File: config.mk
export PLATFORM = sky130hd
export DESIGN_NAME = port6_bus_port
export DESIGN_NICKNAME = d
export VERILOG_FILES = /design/src/pkg/port6_pkg.sv /design/src/port6_apb_slave.sv /design/src/port6_pin_mux.sv /design/src/port6_bus_port.sv
export VERILOG_INCLUDE_DIRS = /design/src /design/src/pkg
export SDC_FILE = /design/constraint.sdc
export NUM_CORES = 1
export LEC_CHECK = 0
export ABC_AREA = 1
export BUFFER_PORTS_ARGS = -buffer_cell sky130_fd_sc_hd__buf_4
export CORE_ASPECT_RATIO = 1.2
export CORE_MARGIN = 3
export CORE_UTILIZATION = 52
export CTS_CLUSTER_SIZE = 40
export DETAILED_ROUTE_END_ITERATION = 10
export GPL_ROUTABILITY_DRIVEN = 0
export GPL_TIMING_DRIVEN = 0
export PLACE_DENSITY = 0.8
export SLEW_MARGIN = 0
export SYNTH_ARGS = -nofsm -noshare
export SYNTH_HDL_FRONTEND = slang
export SYNTH_HIERARCHICAL = 1
export SYNTH_SLANG_ARGS = --single-unit
File: constraint.sdc
create_clock -name pclk -period 1.66 [get_ports pclk]
set_input_delay 0.415 -clock pclk [delete_from_list [all_inputs] [get_ports pclk]]
set_output_delay 0.415 -clock pclk [all_outputs]
set_load 0.005 [all_outputs]
File: src/pkg/port6_params.svh
// offsets, field positions, reset values and widths for the bus control port
`ifndef PORT6_PARAMS_SVH
`define PORT6_PARAMS_SVH
`define OFF_PIN_DIRECTION 16'hFFC9
`define OFF_PIN_OUTPUT_LATCH 16'hFFCB
`define OFF_BUS_CFG 16'hFFD0
`define RST_PIN_DIRECTION 8'h80
`define RST_PIN_OUTPUT_LATCH 8'h80
`define RST_BUS_CFG 32'h0000_00FF
`define BIT_RESERVED 7
`define BIT_LOWER_WRITE 6
`define BIT_UPPER_WRITE 5
`define BIT_READ 4
`define BIT_ADDR_STROBE 3
`define BIT_BUS_ACK 2
`define BIT_BUS_REQ 1
`define BIT_WAIT 0
`define CFG_WAIT_EN_LSB 0
`define CFG_WAIT_EN_MSB 7
`define CFG_BUS_RELEASE 8
`define CFG_WAIT_MODE1 9
`define CFG_DRAM_AREA3 10
`define CFG_SW_STANDBY 11
`define CFG_HW_STANDBY 12
`define PORT_PINS 7
`endif

File: src/pkg/port6_pkg.sv
// types shared by the bus control port design
package port6_pkg;
  typedef enum logic [1:0] {apb_idle, apb_setup, apb_access} apb_phase_e;
  typedef logic [2:0] mode_t;
  typedef logic [6:0] pins_t;
endpackage

File: src/port6_apb_slave.sv
// apb slave front end: decode, strobes and read mux for the port registers
`timescale 1ns/1ns
`default_nettype none
`include "port6_params.svh"
module port6_apb_slave (
  input wire logic pclk, // system clock
  input wire logic presetn, // async reset, active low
  input wire logic psel, // apb select
  input wire logic penable, // apb enable
  input wire logic pwrite, // apb direction
  input wire logic [15:0] paddr, // apb byte address
  input wire logic [31:0] pwdata, // apb write data
  output logic [31:0] prdata, // apb read data
  output logic pready, // apb ready
  output logic pslverr, // apb error
  input wire logic [31:0] rd_dir, // read value of direction reg
  input wire logic [31:0] rd_latch, // read value of latch reg
  input wire logic [31:0] rd_cfg, // read value of config reg
  output logic wr_dir, // write strobe direction
  output logic wr_latch, // write strobe latch
  output logic wr_cfg, // write strobe config
  output logic [31:0] wdata // write data to registers
);
  wire logic hit_dir;
  wire logic hit_latch;
  wire logic hit_cfg;
  wire logic mapped;
  wire logic access;
  wire logic [31:0] next_prdata;
  // port offsets are odd, so they are word indices: byte address is four times the index
  // the two indices would collide if shifted down, so match the index itself
  assign hit_dir = paddr[15:2] == 14'(`OFF_PIN_DIRECTION);
  assign hit_latch = paddr[15:2] == 14'(`OFF_PIN_OUTPUT_LATCH);
  assign hit_cfg = paddr[15:2] == 14'(`OFF_BUS_CFG >> 2);
  assign mapped = hit_dir | hit_latch | hit_cfg;
  assign access = psel & penable;
  assign pready = access;
  assign pslverr = access & ~mapped;
  assign wr_dir = access & pwrite & hit_dir;
  assign wr_latch = access & pwrite & hit_latch;
  assign wr_cfg = access & pwrite & hit_cfg;
  assign wdata = pwdata;
  assign next_prdata = hit_dir ? rd_dir : hit_latch ? rd_latch : hit_cfg ? rd_cfg : 32'h0;
  // read data sampled in setup so it is stable in the access cycle
  always_ff @(posedge pclk or negedge presetn) begin
    if (!presetn) begin
      prdata <= 32'h0;
    end else if (psel & ~penable & ~pwrite) begin
      prdata <= next_prdata;
    end
  end
endmodule
`default_nettype wire

File: src/port6_pin_mux.sv
// per-pin function select between bus strobes, handshakes and plain i/o
`timescale 1ns/1ns
`default_nettype none
`include "port6_params.svh"
module port6_pin_mux
  import port6_pkg::*;
(
  input wire logic expanded, // modes 1 to 6
  input wire port6_pkg::pins_t dir, // direction bits
  input wire port6_pkg::pins_t latch, // latch bits
  input wire logic bus_release, // bus release enable
  input wire logic wait_pin_sel, // pin 0 is wait input
  input wire logic strobe_lwr, // lower write strobe level
  input wire logic strobe_hwr, // upper write strobe level
  input wire logic strobe_rd, // read strobe level
  input wire logic strobe_as, // address strobe level
  input wire logic bus_ack, // bus acknowledge level
  output port6_pkg::pins_t pin_out, // pin drive value
  output port6_pkg::pins_t pin_oe_n, // pin enable, low drives
  output port6_pkg::pins_t gp_input // pin reads as input
);
  wire pins_t bus_drive;
  wire pins_t bus_value;
  wire pins_t bus_input;
  // in expanded modes the top four pins are strobes regardless of dir
  assign bus_drive = expanded ? {4'hF, bus_release, 2'h0} : 7'h00;
  assign bus_value = {strobe_lwr, strobe_hwr, strobe_rd, strobe_as, bus_ack, 2'h0};
  // handshake inputs force the pin to input
  assign bus_input = expanded ? {5'h00, bus_release, wait_pin_sel} : 7'h00;
  assign pin_out = (bus_drive & bus_value) | (~bus_drive & latch);
  // general pins follow dir in both modes
  assign pin_oe_n = ~(bus_drive | (dir & ~bus_input & ~bus_drive));
  assign gp_input = ~dir;
endmodule
`default_nettype wire

File: src/port6_bus_port.sv
// seven-bit i/o port shared with external bus control signals
// Function
// - in mode 7 each pin is an output when its direction bit is 1 and an input when 0.
// - in modes 1 to 6 pins 6 to 3 always drive lower write, upper write, read and address strobe.
// - in expanded modes pins 2 to 0 are general i/o under direction unless a handshake claims them.
// - with dram in area 3 the lower and upper write strobe pins also carry the dram byte write and column strobes.
// - the direction register is write-only, reads all ones, and bit 7 is reserved.
// - reset and hardware standby load the direction register with 80 hex.
// - in software standby the direction register holds and output pins keep driving.
// - a data read gives pin level where direction is 0 and the latch where direction is 1.
// - data bit 7 is reserved, ignores writes and reads as one.
// - reset and hardware standby set the latch to 80 hex, software standby keeps it.
// - in modes 1 to 6 with bus release enabled pin 2 outputs bus acknowledge and pin 1 inputs bus request.
// - in modes 1 to 6 pin 0 is the wait input when wait enables are not all ones or wait mode bit 1 is set.
// - modes 1 to 6 are expanded with an external bus, mode 7 is single chip.
`timescale 1ns/1ns
`default_nettype none
`include "port6_params.svh"
module port6_bus_port
  import port6_pkg::*;
#(
  parameter int PINS = `PORT_PINS // port width
) (
  input wire logic pclk, // system clock, 250 MHz
  input wire logic presetn, // async reset, active low
  input wire logic psel, // apb select
  input wire logic penable, // apb enable
  input wire logic pwrite, // apb direction
  input wire logic [15:0] paddr, // apb byte address
  input wire logic [31:0] pwdata, // apb write data
  output logic [31:0] prdata, // apb read data
  output logic pready, // apb ready
  output logic pslverr, // apb error on unmapped address
  input wire port6_pkg::mode_t mode, // operating mode 1 to 7
  input wire logic strobe_lwr, // lower write strobe from bus controller
  input wire logic strobe_hwr, // upper write strobe from bus controller
  input wire logic strobe_rd, // read strobe from bus controller
  input wire logic strobe_as, // address strobe from bus controller
  input wire logic bus_ack, // bus acknowledge from bus controller
  input wire logic [PINS-1:0] pin_in, // pin levels
  output logic [PINS-1:0] pin_out, // pin drive values
  output logic [PINS-1:0] pin_oe_n, // pin enable, low drives
  output logic bus_request_in, // bus request seen on pin 1
  output logic wait_in, // wait seen on pin 0
  output logic bus_release_enable, // bus release enable bit
  output logic dram_low_byte_write, // dram lower byte write strobe
  output logic dram_high_byte_write, // dram upper byte write strobe
  output logic dram_lower_col_strobe, // dram lower column strobe
  output logic dram_upper_col_strobe // dram upper column strobe
);
  import port6_pkg::*;

  logic [7:0] pin_direction;
  logic [7:0] pin_output_latch;
  logic [12:0] bus_cfg;
  wire logic wr_dir;
  wire logic wr_latch;
  wire logic wr_cfg;
  wire logic [31:0] wdata;
  wire logic [31:0] rd_dir;
  wire logic [31:0] rd_latch;
  wire logic [31:0] rd_cfg;
  wire logic expanded;
  wire logic hw_standby;
  wire logic sw_standby;
  wire logic dram_area3;
  wire logic wait_pin_sel;
  wire logic [7:0] wait_enable_reg;
  wire logic wait_mode_bit1;
  wire logic hold;
  wire logic [7:0] next_pin_direction;
  wire logic [7:0] next_pin_output_latch;
  wire pins_t gp_input;
  wire pins_t mux_out;
  wire pins_t mux_oe_n;
  wire pins_t read_mix;

  // reinit wins over a write; reserved bit 7 is forced to one on every write
  function automatic logic [7:0] next_port_reg(input logic reinit, input logic wr,
                                               input logic [6:0] wd, input logic [7:0] cur,
                                               input logic [7:0] rst);
    next_port_reg = reinit ? rst : wr ? {1'b1, wd} : cur;
  endfunction

  // park an input or strobe inactive high while its function is not claimed
  function automatic logic pass_or_idle(input logic claim, input logic level);
    pass_or_idle = claim ? level : 1'b1;
  endfunction

  assign expanded = (mode != 3'h7) && (mode != 3'h0);
  assign wait_enable_reg = bus_cfg[`CFG_WAIT_EN_MSB:`CFG_WAIT_EN_LSB];
  assign bus_release_enable = bus_cfg[`CFG_BUS_RELEASE];
  assign wait_mode_bit1 = bus_cfg[`CFG_WAIT_MODE1];
  assign dram_area3 = bus_cfg[`CFG_DRAM_AREA3];
  assign sw_standby = bus_cfg[`CFG_SW_STANDBY];
  assign hw_standby = bus_cfg[`CFG_HW_STANDBY];
  // wait claims pin 0 only when the wait function is active
  assign wait_pin_sel = (wait_enable_reg != 8'hFF) | wait_mode_bit1;

  // software standby freezes port state; hardware standby reinitialises
  assign hold = sw_standby & ~hw_standby;
  assign next_pin_direction = next_port_reg(hw_standby, wr_dir & ~hold, wdata[6:0],
                                            pin_direction, `RST_PIN_DIRECTION);
  assign next_pin_output_latch = next_port_reg(hw_standby, wr_latch & ~hold, wdata[6:0],
                                               pin_output_latch,
                                               `RST_PIN_OUTPUT_LATCH);

  always_ff @(posedge pclk or negedge presetn) begin
    if (!presetn) begin
      pin_direction <= `RST_PIN_DIRECTION;
      pin_output_latch <= `RST_PIN_OUTPUT_LATCH;
    end else begin
      pin_direction <= next_pin_direction;
      pin_output_latch <= next_pin_output_latch;
    end
  end

  // standby bits stay writable so software can leave standby
  always_ff @(posedge pclk or negedge presetn) begin
    if (!presetn) begin
      bus_cfg <= 13'(`RST_BUS_CFG);
    end else if (wr_cfg) begin
      bus_cfg <= wdata[12:0];
    end
  end

  assign rd_dir = {24'h0, 8'hFF};
  assign read_mix = (gp_input & pin_in) | (~gp_input & pin_output_latch[6:0]);
  assign rd_latch = {24'h0, 1'b1, read_mix};
  assign rd_cfg = {19'h0, bus_cfg};

  port6_apb_slave u_apb (
    .pclk(pclk),
    .presetn(presetn),
    .psel(psel),
    .penable(penable),
    .pwrite(pwrite),
    .paddr(paddr),
    .pwdata(pwdata),
    .prdata(prdata),
    .pready(pready),
    .pslverr(pslverr),
    .rd_dir(rd_dir),
    .rd_latch(rd_latch),
    .rd_cfg(rd_cfg),
    .wr_dir(wr_dir),
    .wr_latch(wr_latch),
    .wr_cfg(wr_cfg),
    .wdata(wdata)
  );

  port6_pin_mux u_mux (
    .expanded(expanded),
    .dir(pin_direction[6:0]),
    .latch(pin_output_latch[6:0]),
    .bus_release(bus_release_enable),
    .wait_pin_sel(wait_pin_sel),
    .strobe_lwr(strobe_lwr),
    .strobe_hwr(strobe_hwr),
    .strobe_rd(strobe_rd),
    .strobe_as(strobe_as),
    .bus_ack(bus_ack),
    .pin_out(mux_out),
    .pin_oe_n(mux_oe_n),
    .gp_input(gp_input)
  );

  assign pin_out = mux_out;
  assign pin_oe_n = mux_oe_n;
  // handshake inputs read as inactive high when not claimed
  assign bus_request_in = pass_or_idle(expanded & bus_release_enable,
                                       pin_in[`BIT_BUS_REQ]);
  assign wait_in = pass_or_idle(expanded & wait_pin_sel, pin_in[`BIT_WAIT]);
  // dram strobes share the lower and upper write strobe pins; inactive high otherwise
  assign dram_low_byte_write = pass_or_idle(expanded & dram_area3, strobe_lwr);
  assign dram_high_byte_write = pass_or_idle(expanded & dram_area3, strobe_hwr);
  assign dram_lower_col_strobe = pass_or_idle(expanded & dram_area3, strobe_lwr);
  assign dram_upper_col_strobe = pass_or_idle(expanded & dram_area3, strobe_hwr);
endmodule
`default_nettype wire

==> impl_metrics.tcl, run 1 <==
set metrics [dict create \
    clk_path_buf_depth 2 \
    syn-cell-area_um2 3690 \
    netlist_instances 522 \
    vias 4055 \
    drtIter0Drc 212 \
    wl_per_cell_um 13.9 \
    routed_wl_um 11300 \
    peakVddDrop_uv 458 \
    rows 33 \
    numClockSinks 59 \
    finalSetupViolCount 6 \
    ff2ff_setup_slack_ns 0.46 \
    overflow 0 \
    tns_ns -0.488 \
    end_kind "output port" \
    clk_latency_ns 0.34 \
    post-route-period-util_pct 113 \
    ioPinCount 123 \
    cts_max_level 3 \
    r2r-start "bus_cfg[4]$_DFFE_PN1P_" \
    core_area_um2 6850 \
    multi_input_area_um2 2180 \
    drc_errors 0 \
    grt_pass1_wl_um 18400 \
    grt_use_total_pct 27.3 \
    fin_crit_ns 1.87 \
    worst_pin_slew_ns 0.767 \
    design_area_um2 5430 \
    dieArea_um2 8150 \
    max-cap-violations 0 \
    max_freq_ghz 0.534 \
    p_per_area_nw_per_um2 590 \
    finalNonFillerCells 812 \
    drive_above_1_share_pct 33.2 \
    p_leak_uw 0.00290 \
    dpl_cell_area_um2 4760 \
    die_y_um 98.3 \
    violations "setup timing" \
    port_buffers 88 \
    hold_path_class "input pin to asynchronous set/reset pin" \
    skew_ns 0.00946 \
    final-hold-violation-count 0 \
    critPathLaunchType "register" \
    dp.cells 771 \
    routed_via_density 4.99 \
    p_sw_uw 802 \
    nets 788 \
    ff_latch_area_um2 1490 \
    syn_to_final_growth_pct 47.1 \
    n_antenna_cell 0 \
    numCtsBuffers 9 \
    grt_pass1_vias 3997 \
    first_pass_iters 6 \
    reg2reg_depth 6 \
    power_frac_clock_pct 42.7 \
    pwr-share-seq_pct 44.9 \
    synth.avg_cell_area_um2 7.07 \
    antenna_found_initial 0 \
    fillCellCount 485 \
    setup_ws_ns -0.212 \
    maxSlewViolCount 0 \
    die_w_um 82.9 \
    startpoint "bus_cfg[4]$_DFFE_PN1P_" \
    cp_max_fo 2 \
    start_util_pct 53.8 \
    arrival_ns 1.46 \
    rsz0062_at_grt "yes" \
    outcome "finished, violations left" \
    required_ns 1.24 \
    cts_tree "yes" \
    clockRootBuffer "clkbuf_8" \
    grt_max_degree 60 \
    ant_nets 0 \
    combinationalPowerShare_pct 12.4 \
    swShare_pct 25.1 \
    relSlewSlack_pct 48.9 \
    endpoint "pin_oe_n[0]" \
    yosysWarnings 6 \
    p_int_uw 2400 \
    path_clk_slew_ns 0.08 \
    reg2reg_to "u_apb/prdata[4]$_DFFE_PN0P_" \
    dp_hpwl_um 7330 \
    worstSetupPathType "register to output port" \
]
layer usage:
layer / GRT usage (%) / vias up / part of all wire (%)
li1: - / 1987 / -
met1: 31.5 / 1869 / 36
met2: 49.3 / 175 / 55
met3: 3.97 / 24 / 6.6
met4: 13.5 / 0 / 2.5
met5: 0 / - / 0
layout make-up:
cell class,instances,area share [%]
multi-input combinational,441,40.2
sequential,59,27.4
clock inverter,4,0.899
timing repair buffer,115,17.6
inverter,50,3.46
tap,87,2.01
clock buffer,12,2.86
buffer,44,5.53
power by group through the flow:
| stage | logic [uW] | clock network, uW | registers (uW) |
|---|---|---|---|
| after floorplan | 134 | 0 | 1470 |
| after global placement | 290 | 0 | 1470 |
| after detailed placement | 297 | 0 | 1470 |
| after CTS | 351 | 1370 | 1440 |
| after global routing | 435 | 1440 | 1440 |
| final | 396 | 1370 | 1440 |
stage by stage:
stage	utilization [%]	setup slack, ns	hold slack [ns]	power, uW
floorplan	-	-0.0379	0.119	1600
global placement	69.5	-0.435	0.464	1760
detailed placement	69.5	-0.484	0.467	1760
CTS	76.3	-0.167	0.177	3160
global route	79.2	-0.252	0.199	3310
finish	79.2	-0.212	0.134	3200
state kept, by name (all words and copies together) (netlist names):
name,flops
u_apb/prdata,32
bus_cfg,13
pin_direction,7
pin_output_latch,7
worst min path at each step:
stage,from,endpoint,slack (ns),cells past startpoint
6_report,presetn,u_apb/prdata[20]$_DFFE_PN0P_,0.13,1
5_1_grt,presetn,u_apb/prdata[16]$_DFFE_PN0P_,0.20,1
4_1_cts,presetn,u_apb/prdata[16]$_DFFE_PN0P_,0.18,1
3_5_place_dp,u_apb/prdata[11]$_DFFE_PN0P_,u_apb/prdata[11]$_DFFE_PN0P_,0.47,2
3_3_place_gp,u_apb/prdata[18]$_DFFE_PN0P_,u_apb/prdata[18]$_DFFE_PN0P_,0.46,2
2_1_floorplan,presetn,bus_cfg[10]$_DFFE_PN0P_,0.12,0
cells in the final DEF, fill, tap and decap left out, drive strengths merged, types with 17 or more instances in the layout:
master / n
nor2: 35
clkbuf: 17
o21ai: 30
dfrtp: 51
buf: 154
nand3: 132
conb: 76
nand2: 149
inv: 50
worst max-delay path, stage by stage, from the launching register on:
cell	delay, ns
dfstp_2	0.56
nand2_2	0.06
nor2_2	0.12
nand3_2	0.12
nand2_2	0.09
nand2_2	0.06
buf_6	0.12
timing repair:
action	CTS	global route
hold buffers	0	0
pin swaps	12	26
hold endpoints to repair	0	0
endpoints found under the setup margin	31	30
setup buffers	19	7
resized for setup	32	47
gates cloned	1	0
Note: power is estimated with default switching activity, not from simulation.
==> run 2, diff against run 1 <==
clock period = 1.92 ns   (was 1.66 ns; I/O delays follow)
==> run 2 against run 1 <==
The flow now finishes without violations; power is 14% lower; critical path depth unchanged; wire length fell by 7.9%; clock power fell by 10%; non-clock buffer count fell by 18; combinational power decreased by 32%; largest power group unchanged; highest routed layer unchanged.
==> impl_metrics.tcl, run 2 (synthesis results as in run 1) <==
set metrics [dict create \
    layout_common_cells "nand2_1 (143), nand3_1 (130), buf_4 (117)" \
    hold_path_class "input pin to asynchronous set/reset pin" \
    critPathLaunchType "register" \
    clockRootBuffer "clkbuf_8" \
    max_freq_ghz 0.522 \
    clk_path_buf_depth 2 \
    rsz0062_at_grt "yes" \
    antenna_found_initial 0 \
    outcome "finished clean" \
    syn_to_final_growth_pct 37.2 \
    fin_util_pct 73.9 \
    worstSetupPathType "register to output port" \
    critPathBufInv 1 \
    fin_crit_ns 1.92 \
    numClockSinks 59 \
    cts_tree "yes" \
    dpl_cell_area_um2 4740 \
    overflow 0 \
    maxSlewViolCount 0 \
    die_y_um 98.3 \
    skew_ns 0.00698 \
    rows 33 \
    grt_use_total_pct 26.3 \
    drtIter0Drc 137 \
    setup_ws_ns 0.00265 \
    drive_above_1_share_pct 27.0 \
    grt_pass1_vias 3951 \
    slowest_delay_ns 0.57 \
    peakVddDrop_uv 398 \
    finalSetupViolCount 0 \
    post-route-period-util_pct 99.9 \
    cpMostUsedCell "nand2_2" \
    drc_errors 0 \
    routed_wl_um 10400 \
    cpLargestDelayFamily "flip-flops" \
    port_buffers 88 \
    pre_cts_slack_ns -0.370 \
    tns_ns 0 \
    largest_registers "u_apb/prdata x32, bus_cfg x13" \
    grt_pass1_wl_um 17600 \
    core_area_um2 6850 \
    largest-register "u_apb/prdata" \
    n_antenna_cell 0 \
    grt_max_degree 60 \
    cp_max_fo 3 \
    critPathSlowestCell "dfstp_2" \
    hold_buffers 0 \
    relSlewSlack_pct 49.4 \
    routed_via_density 4.89 \
    numCtsBuffers 9 \
    end_kind "output port" \
    dieArea_um2 8150 \
    layout_commonest_cell "nand2_1" \
    vias 3883 \
    wl_per_cell_um 13.1 \
    final-hold-violation-count 0 \
    worst_pin_slew_ns 0.759 \
    arrival_ns 1.44 \
    start_util_pct 53.8 \
    required_ns 1.44 \
    largest_reg_flops 32 \
    dp_hpwl_um 7520 \
    hold_ws_ns 0.214 \
    path_clk_slew_ns 0.07 \
    first_pass_iters 4 \
    clk_latency_ns 0.33 \
    ant_nets 0 \
    cts_max_level 3 \
    die_w_um 82.9 \
    ioPinCount 123 \
    p_leak_uw 0.00274 \
    nets 770 \
    design_area_um2 5060 \
    p_per_area_nw_per_um2 541 \
    path_cells "nand2_4 -> nor2_4 -> nand3_2 -> nand2_2 -> nand2_2 -> buf_6" \
    max-cap-violations 0 \
]
==> run 2: cell count changes in the layout (fill, tap and decap cells not counted), moves of 6 or more <==
cell     previous run  this run
buf_6              21         6
nand2_1           127       143
nand2_2            12         4
nand2_4            10         2
nor2_1             20        26
==> run 2: what timing repair did <==
action,4_1_cts,5_1_grt
resized for setup,12,7
pin swaps,6,7
setup endpoints to repair,19,11
setup buffers,5,3
==> run 2: layout make-up <==
type,count,area [um^2]
clock buffer,11,131
multi-input combinational,441,2040
clock inverter,5,77.6
inverter,50,188
tap,87,109
fill,574,1790
sequential,59,1490
buffer,45,308
timing repair buffer,96,722
==> run 2: path summary, 6_finish.rpt <==
path                                                    to  cells after the start                    startpoint  slack (ns)
hold / removal                u_apb/prdata[17]$_DFFE_PN0P_                      1                       presetn        0.21
max in group asynchronous     u_apb/prdata[12]$_DFFE_PN0P_                      1                       presetn        1.20
setup / recovery                               pin_oe_n[0]                      6        bus_cfg[7]$_DFFE_PN1P_       0.003
min in group pclk                   bus_cfg[4]$_DFFE_PN1P_                      3                     pwdata[4]        0.37
setup reg to reg           pin_output_latch[3]$_DFFE_PN0P_                      2       bus_cfg[11]$_DFFE_PN0P_        0.76
hold reg to reg               u_apb/prdata[22]$_DFFE_PN0P_                      2  u_apb/prdata[22]$_DFFE_PN0P_        0.48
==> run 2: power by group <==
part	leakage, uW	internal [uW]	switching (uW)
registers	0.000785	1240	0.244
logic	0.00185	119	150
clock network	0.000103	727	502
total	0.00274	2090	652
==> run 2: per-stage QoR <==
step	power (uW)	instances
finish	2740	794
global route	2840	794
CTS	2750	791
detailed placement	1520	771
global placement	1510	771
floorplan	1380	596
==> run 2: per-layer routing <==
metal	track usage, %	vias to the layer above	wire, um
li1	-	1945	-
met1	29.8	1790	4030
met2	47.0	123	5470
met3	4.22	25	570
met4	14.3	0	305
met5	0	-	0
==> run 3, diff against run 2 <==
CELL_PAD_IN_SITES_DETAIL_PLACEMENT = 1   (was unset)
CELL_PAD_IN_SITES_GLOBAL_PLACEMENT = 1   (was unset)
CORE_UTILIZATION = 36   (was 52)
==> run 3 against run 2 <==
Non-clock buffer count is 5 higher; worst hold slack better by 0.024 ns; final cell count is 5.3% higher; sequential power about the same; die area increased by 41%; combinational power rose by 6%; global-route usage down 4.4 points; clock power up 37%; setup slack better by 0.023 ns; sequential share of layout area shrank 1.2 points; clock-buffer cell count up 1; critical endpoint is now pslverr; largest cell class unchanged; highest routed layer unchanged.
==> impl_metrics.tcl, run 3 (synthesis results as in run 1) <==
set metrics [dict create \
    critPathLaunchType "input pin" \
    max-cap-violations 0 \
    wl_met1_um 4900 \
    path_clk_slew_ns 0.06 \
    wl_per_cell_um 14.8 \
    peakVddDrop_uv 323 \
    n_antenna_cell 0 \
    die_y_um 117 \
    required_ns 1.44 \
    largest-register "u_apb/prdata" \
    nets 776 \
    core_area_um2 9760 \
    largest_registers "u_apb/prdata x32, bus_cfg x13" \
    maxSlewViolCount 0 \
    layout_common_cells "nand2_1 (141), nand3_1 (130), buf_4 (121)" \
    clockRootBuffer "clkbuf_16" \
    fillCellCount 1317 \
    met2_length_um 6790 \
    port_buffers 88 \
    grt_max_degree 60 \
    rows 39 \
    skew_ns 0.00469 \
    p_per_area_nw_per_um2 610 \
    overflow 0 \
    drc_errors 0 \
    dp_hpwl_um 8940 \
    met3_wirelength_um 516 \
    grt_use_total_pct 21.9 \
    setup_ws_ns 0.0260 \
    routed_via_density 4.74 \
    die_w_um 98.4 \
    antenna_found_initial 0 \
    clk_path_buf_depth 2 \
    dieArea_um2 11500 \
    drtIter0Drc 131 \
    finalSetupViolCount 0 \
    fin_crit_ns 1.89 \
    final-hold-violation-count 0 \
    end_kind "output port" \
    tns_ns 0 \
    numCtsBuffers 9 \
    first_pass_iters 4 \
    grt_pass1_vias 4235 \
    rsz0062_at_grt "yes" \
    reg2reg_depth 2 \
    drive_above_1_share_pct 28.8 \
    routed_wl_um 12400 \
    cts_max_level 3 \
    multi_input_area_um2 2070 \
    hold_buffers 0 \
    clk_latency_ns 0.33 \
    hold_ws_ns 0.238 \
    vias 3962 \
    post-route-period-util_pct 98.6 \
    grt_pass1_wl_um 20100 \
    layout_commonest_cell "nand2_1" \
    cts_tree "yes" \
    worst_pin_slew_ns 0.786 \
    max_freq_ghz 0.528 \
    numClockSinks 59 \
    relSlewSlack_pct 47.6 \
    pre_cts_slack_ns -0.374 \
    maxUsedRoutingLayer "met4" \
    p_leak_uw 0.00280 \
    ant_nets 0 \
    cp_max_fo 3 \
    largest_reg_flops 32 \
    outcome "finished clean" \
    hold_path_class "input pin to asynchronous set/reset pin" \
    fin_util_pct 54.2 \
    syn_to_final_growth_pct 43.2 \
    ff_latch_area_um2 1490 \
    ioPinCount 123 \
    worstSetupPathType "input pin to output port" \
    arrival_ns 1.41 \
    start_util_pct 37.8 \
]
## run 3: cell types whose count changed in the layout (fill, tap and decap cells not counted), moves of 3 or more
cell	before	now
nand2_2	4	7
clkbuf_8	9	3
buf_4	117	121
clkbuf_16	0	9
## run 3: path summary, 6_finish.rpt
| kind | slack [ns] | from | endpoint |
|---|---|---|---|
| max in group asynchronous | 1.17 | presetn | u_apb/prdata[11]$_DFFE_PN0P_ |
| worst min register to register | 0.48 | u_apb/prdata[27]$_DFFE_PN0P_ | u_apb/prdata[27]$_DFFE_PN0P_ |
| worst min-delay path | 0.24 | presetn | u_apb/prdata[13]$_DFFE_PN0P_ |
| worst max-delay path | 0.03 | paddr[3] | pslverr |
| worst max register to register | 0.75 | bus_cfg[11]$_DFFE_PN0P_ | pin_output_latch[3]$_DFFE_PN0P_ |
| min in group pclk | 0.37 | pwdata[12] | bus_cfg[12]$_DFFE_PN0P_ |
## run 3: per-stage QoR
stage               instances  instance area (um^2)  total power, uW
finish                    836                  5290             3220
global route              836                  5290             3350
detailed placement        807                  4780             1520
global placement          807                  4780             1520
CTS                       829                  5210             3240
floorplan                 596                  3970             1380
## run 3: cell type report
type | instances | area share, %
Tap cell | 123 | 2.91
Clock buffer | 12 | 5.04
Multi-Input combinational cell | 442 | 39.2
Clock inverter | 4 | 0.900
Buffer | 45 | 5.82
Timing Repair Buffer | 101 | 14.4
Inverter | 50 | 3.55
Sequential cell | 59 | 28.1
## run 3: where the power goes
part	internal [uW]	switching (uW)	leakage [uW]
sequential	1250	0.240	0.000785
clock	1110	589	0.000155
combinational	123	161	0.00186
## run 3: what timing repair did
item / in CTS / in global routing
pin swaps: 7 / 9
buffers inserted: 7 / 5
endpoints found under the setup margin: 21 / 6
gates resized for setup: 20 / 7
gates cloned: 0 / 2
## run 3: critical path: stages
cell and delay [ns]:
buf_4 0.12, nor2_1 0.14, nand3_1 0.16, nor2_4 0.17, and2_4 0.18, nor3_4 0.05, buf_4 0.13
## run 3: per-layer routing
layer,track usage (%),up-vias
met5,0,-
met4,6.92,0
met3,4.56,17
met2,42.3,82
met1,24.0,1902
li1,-,1961
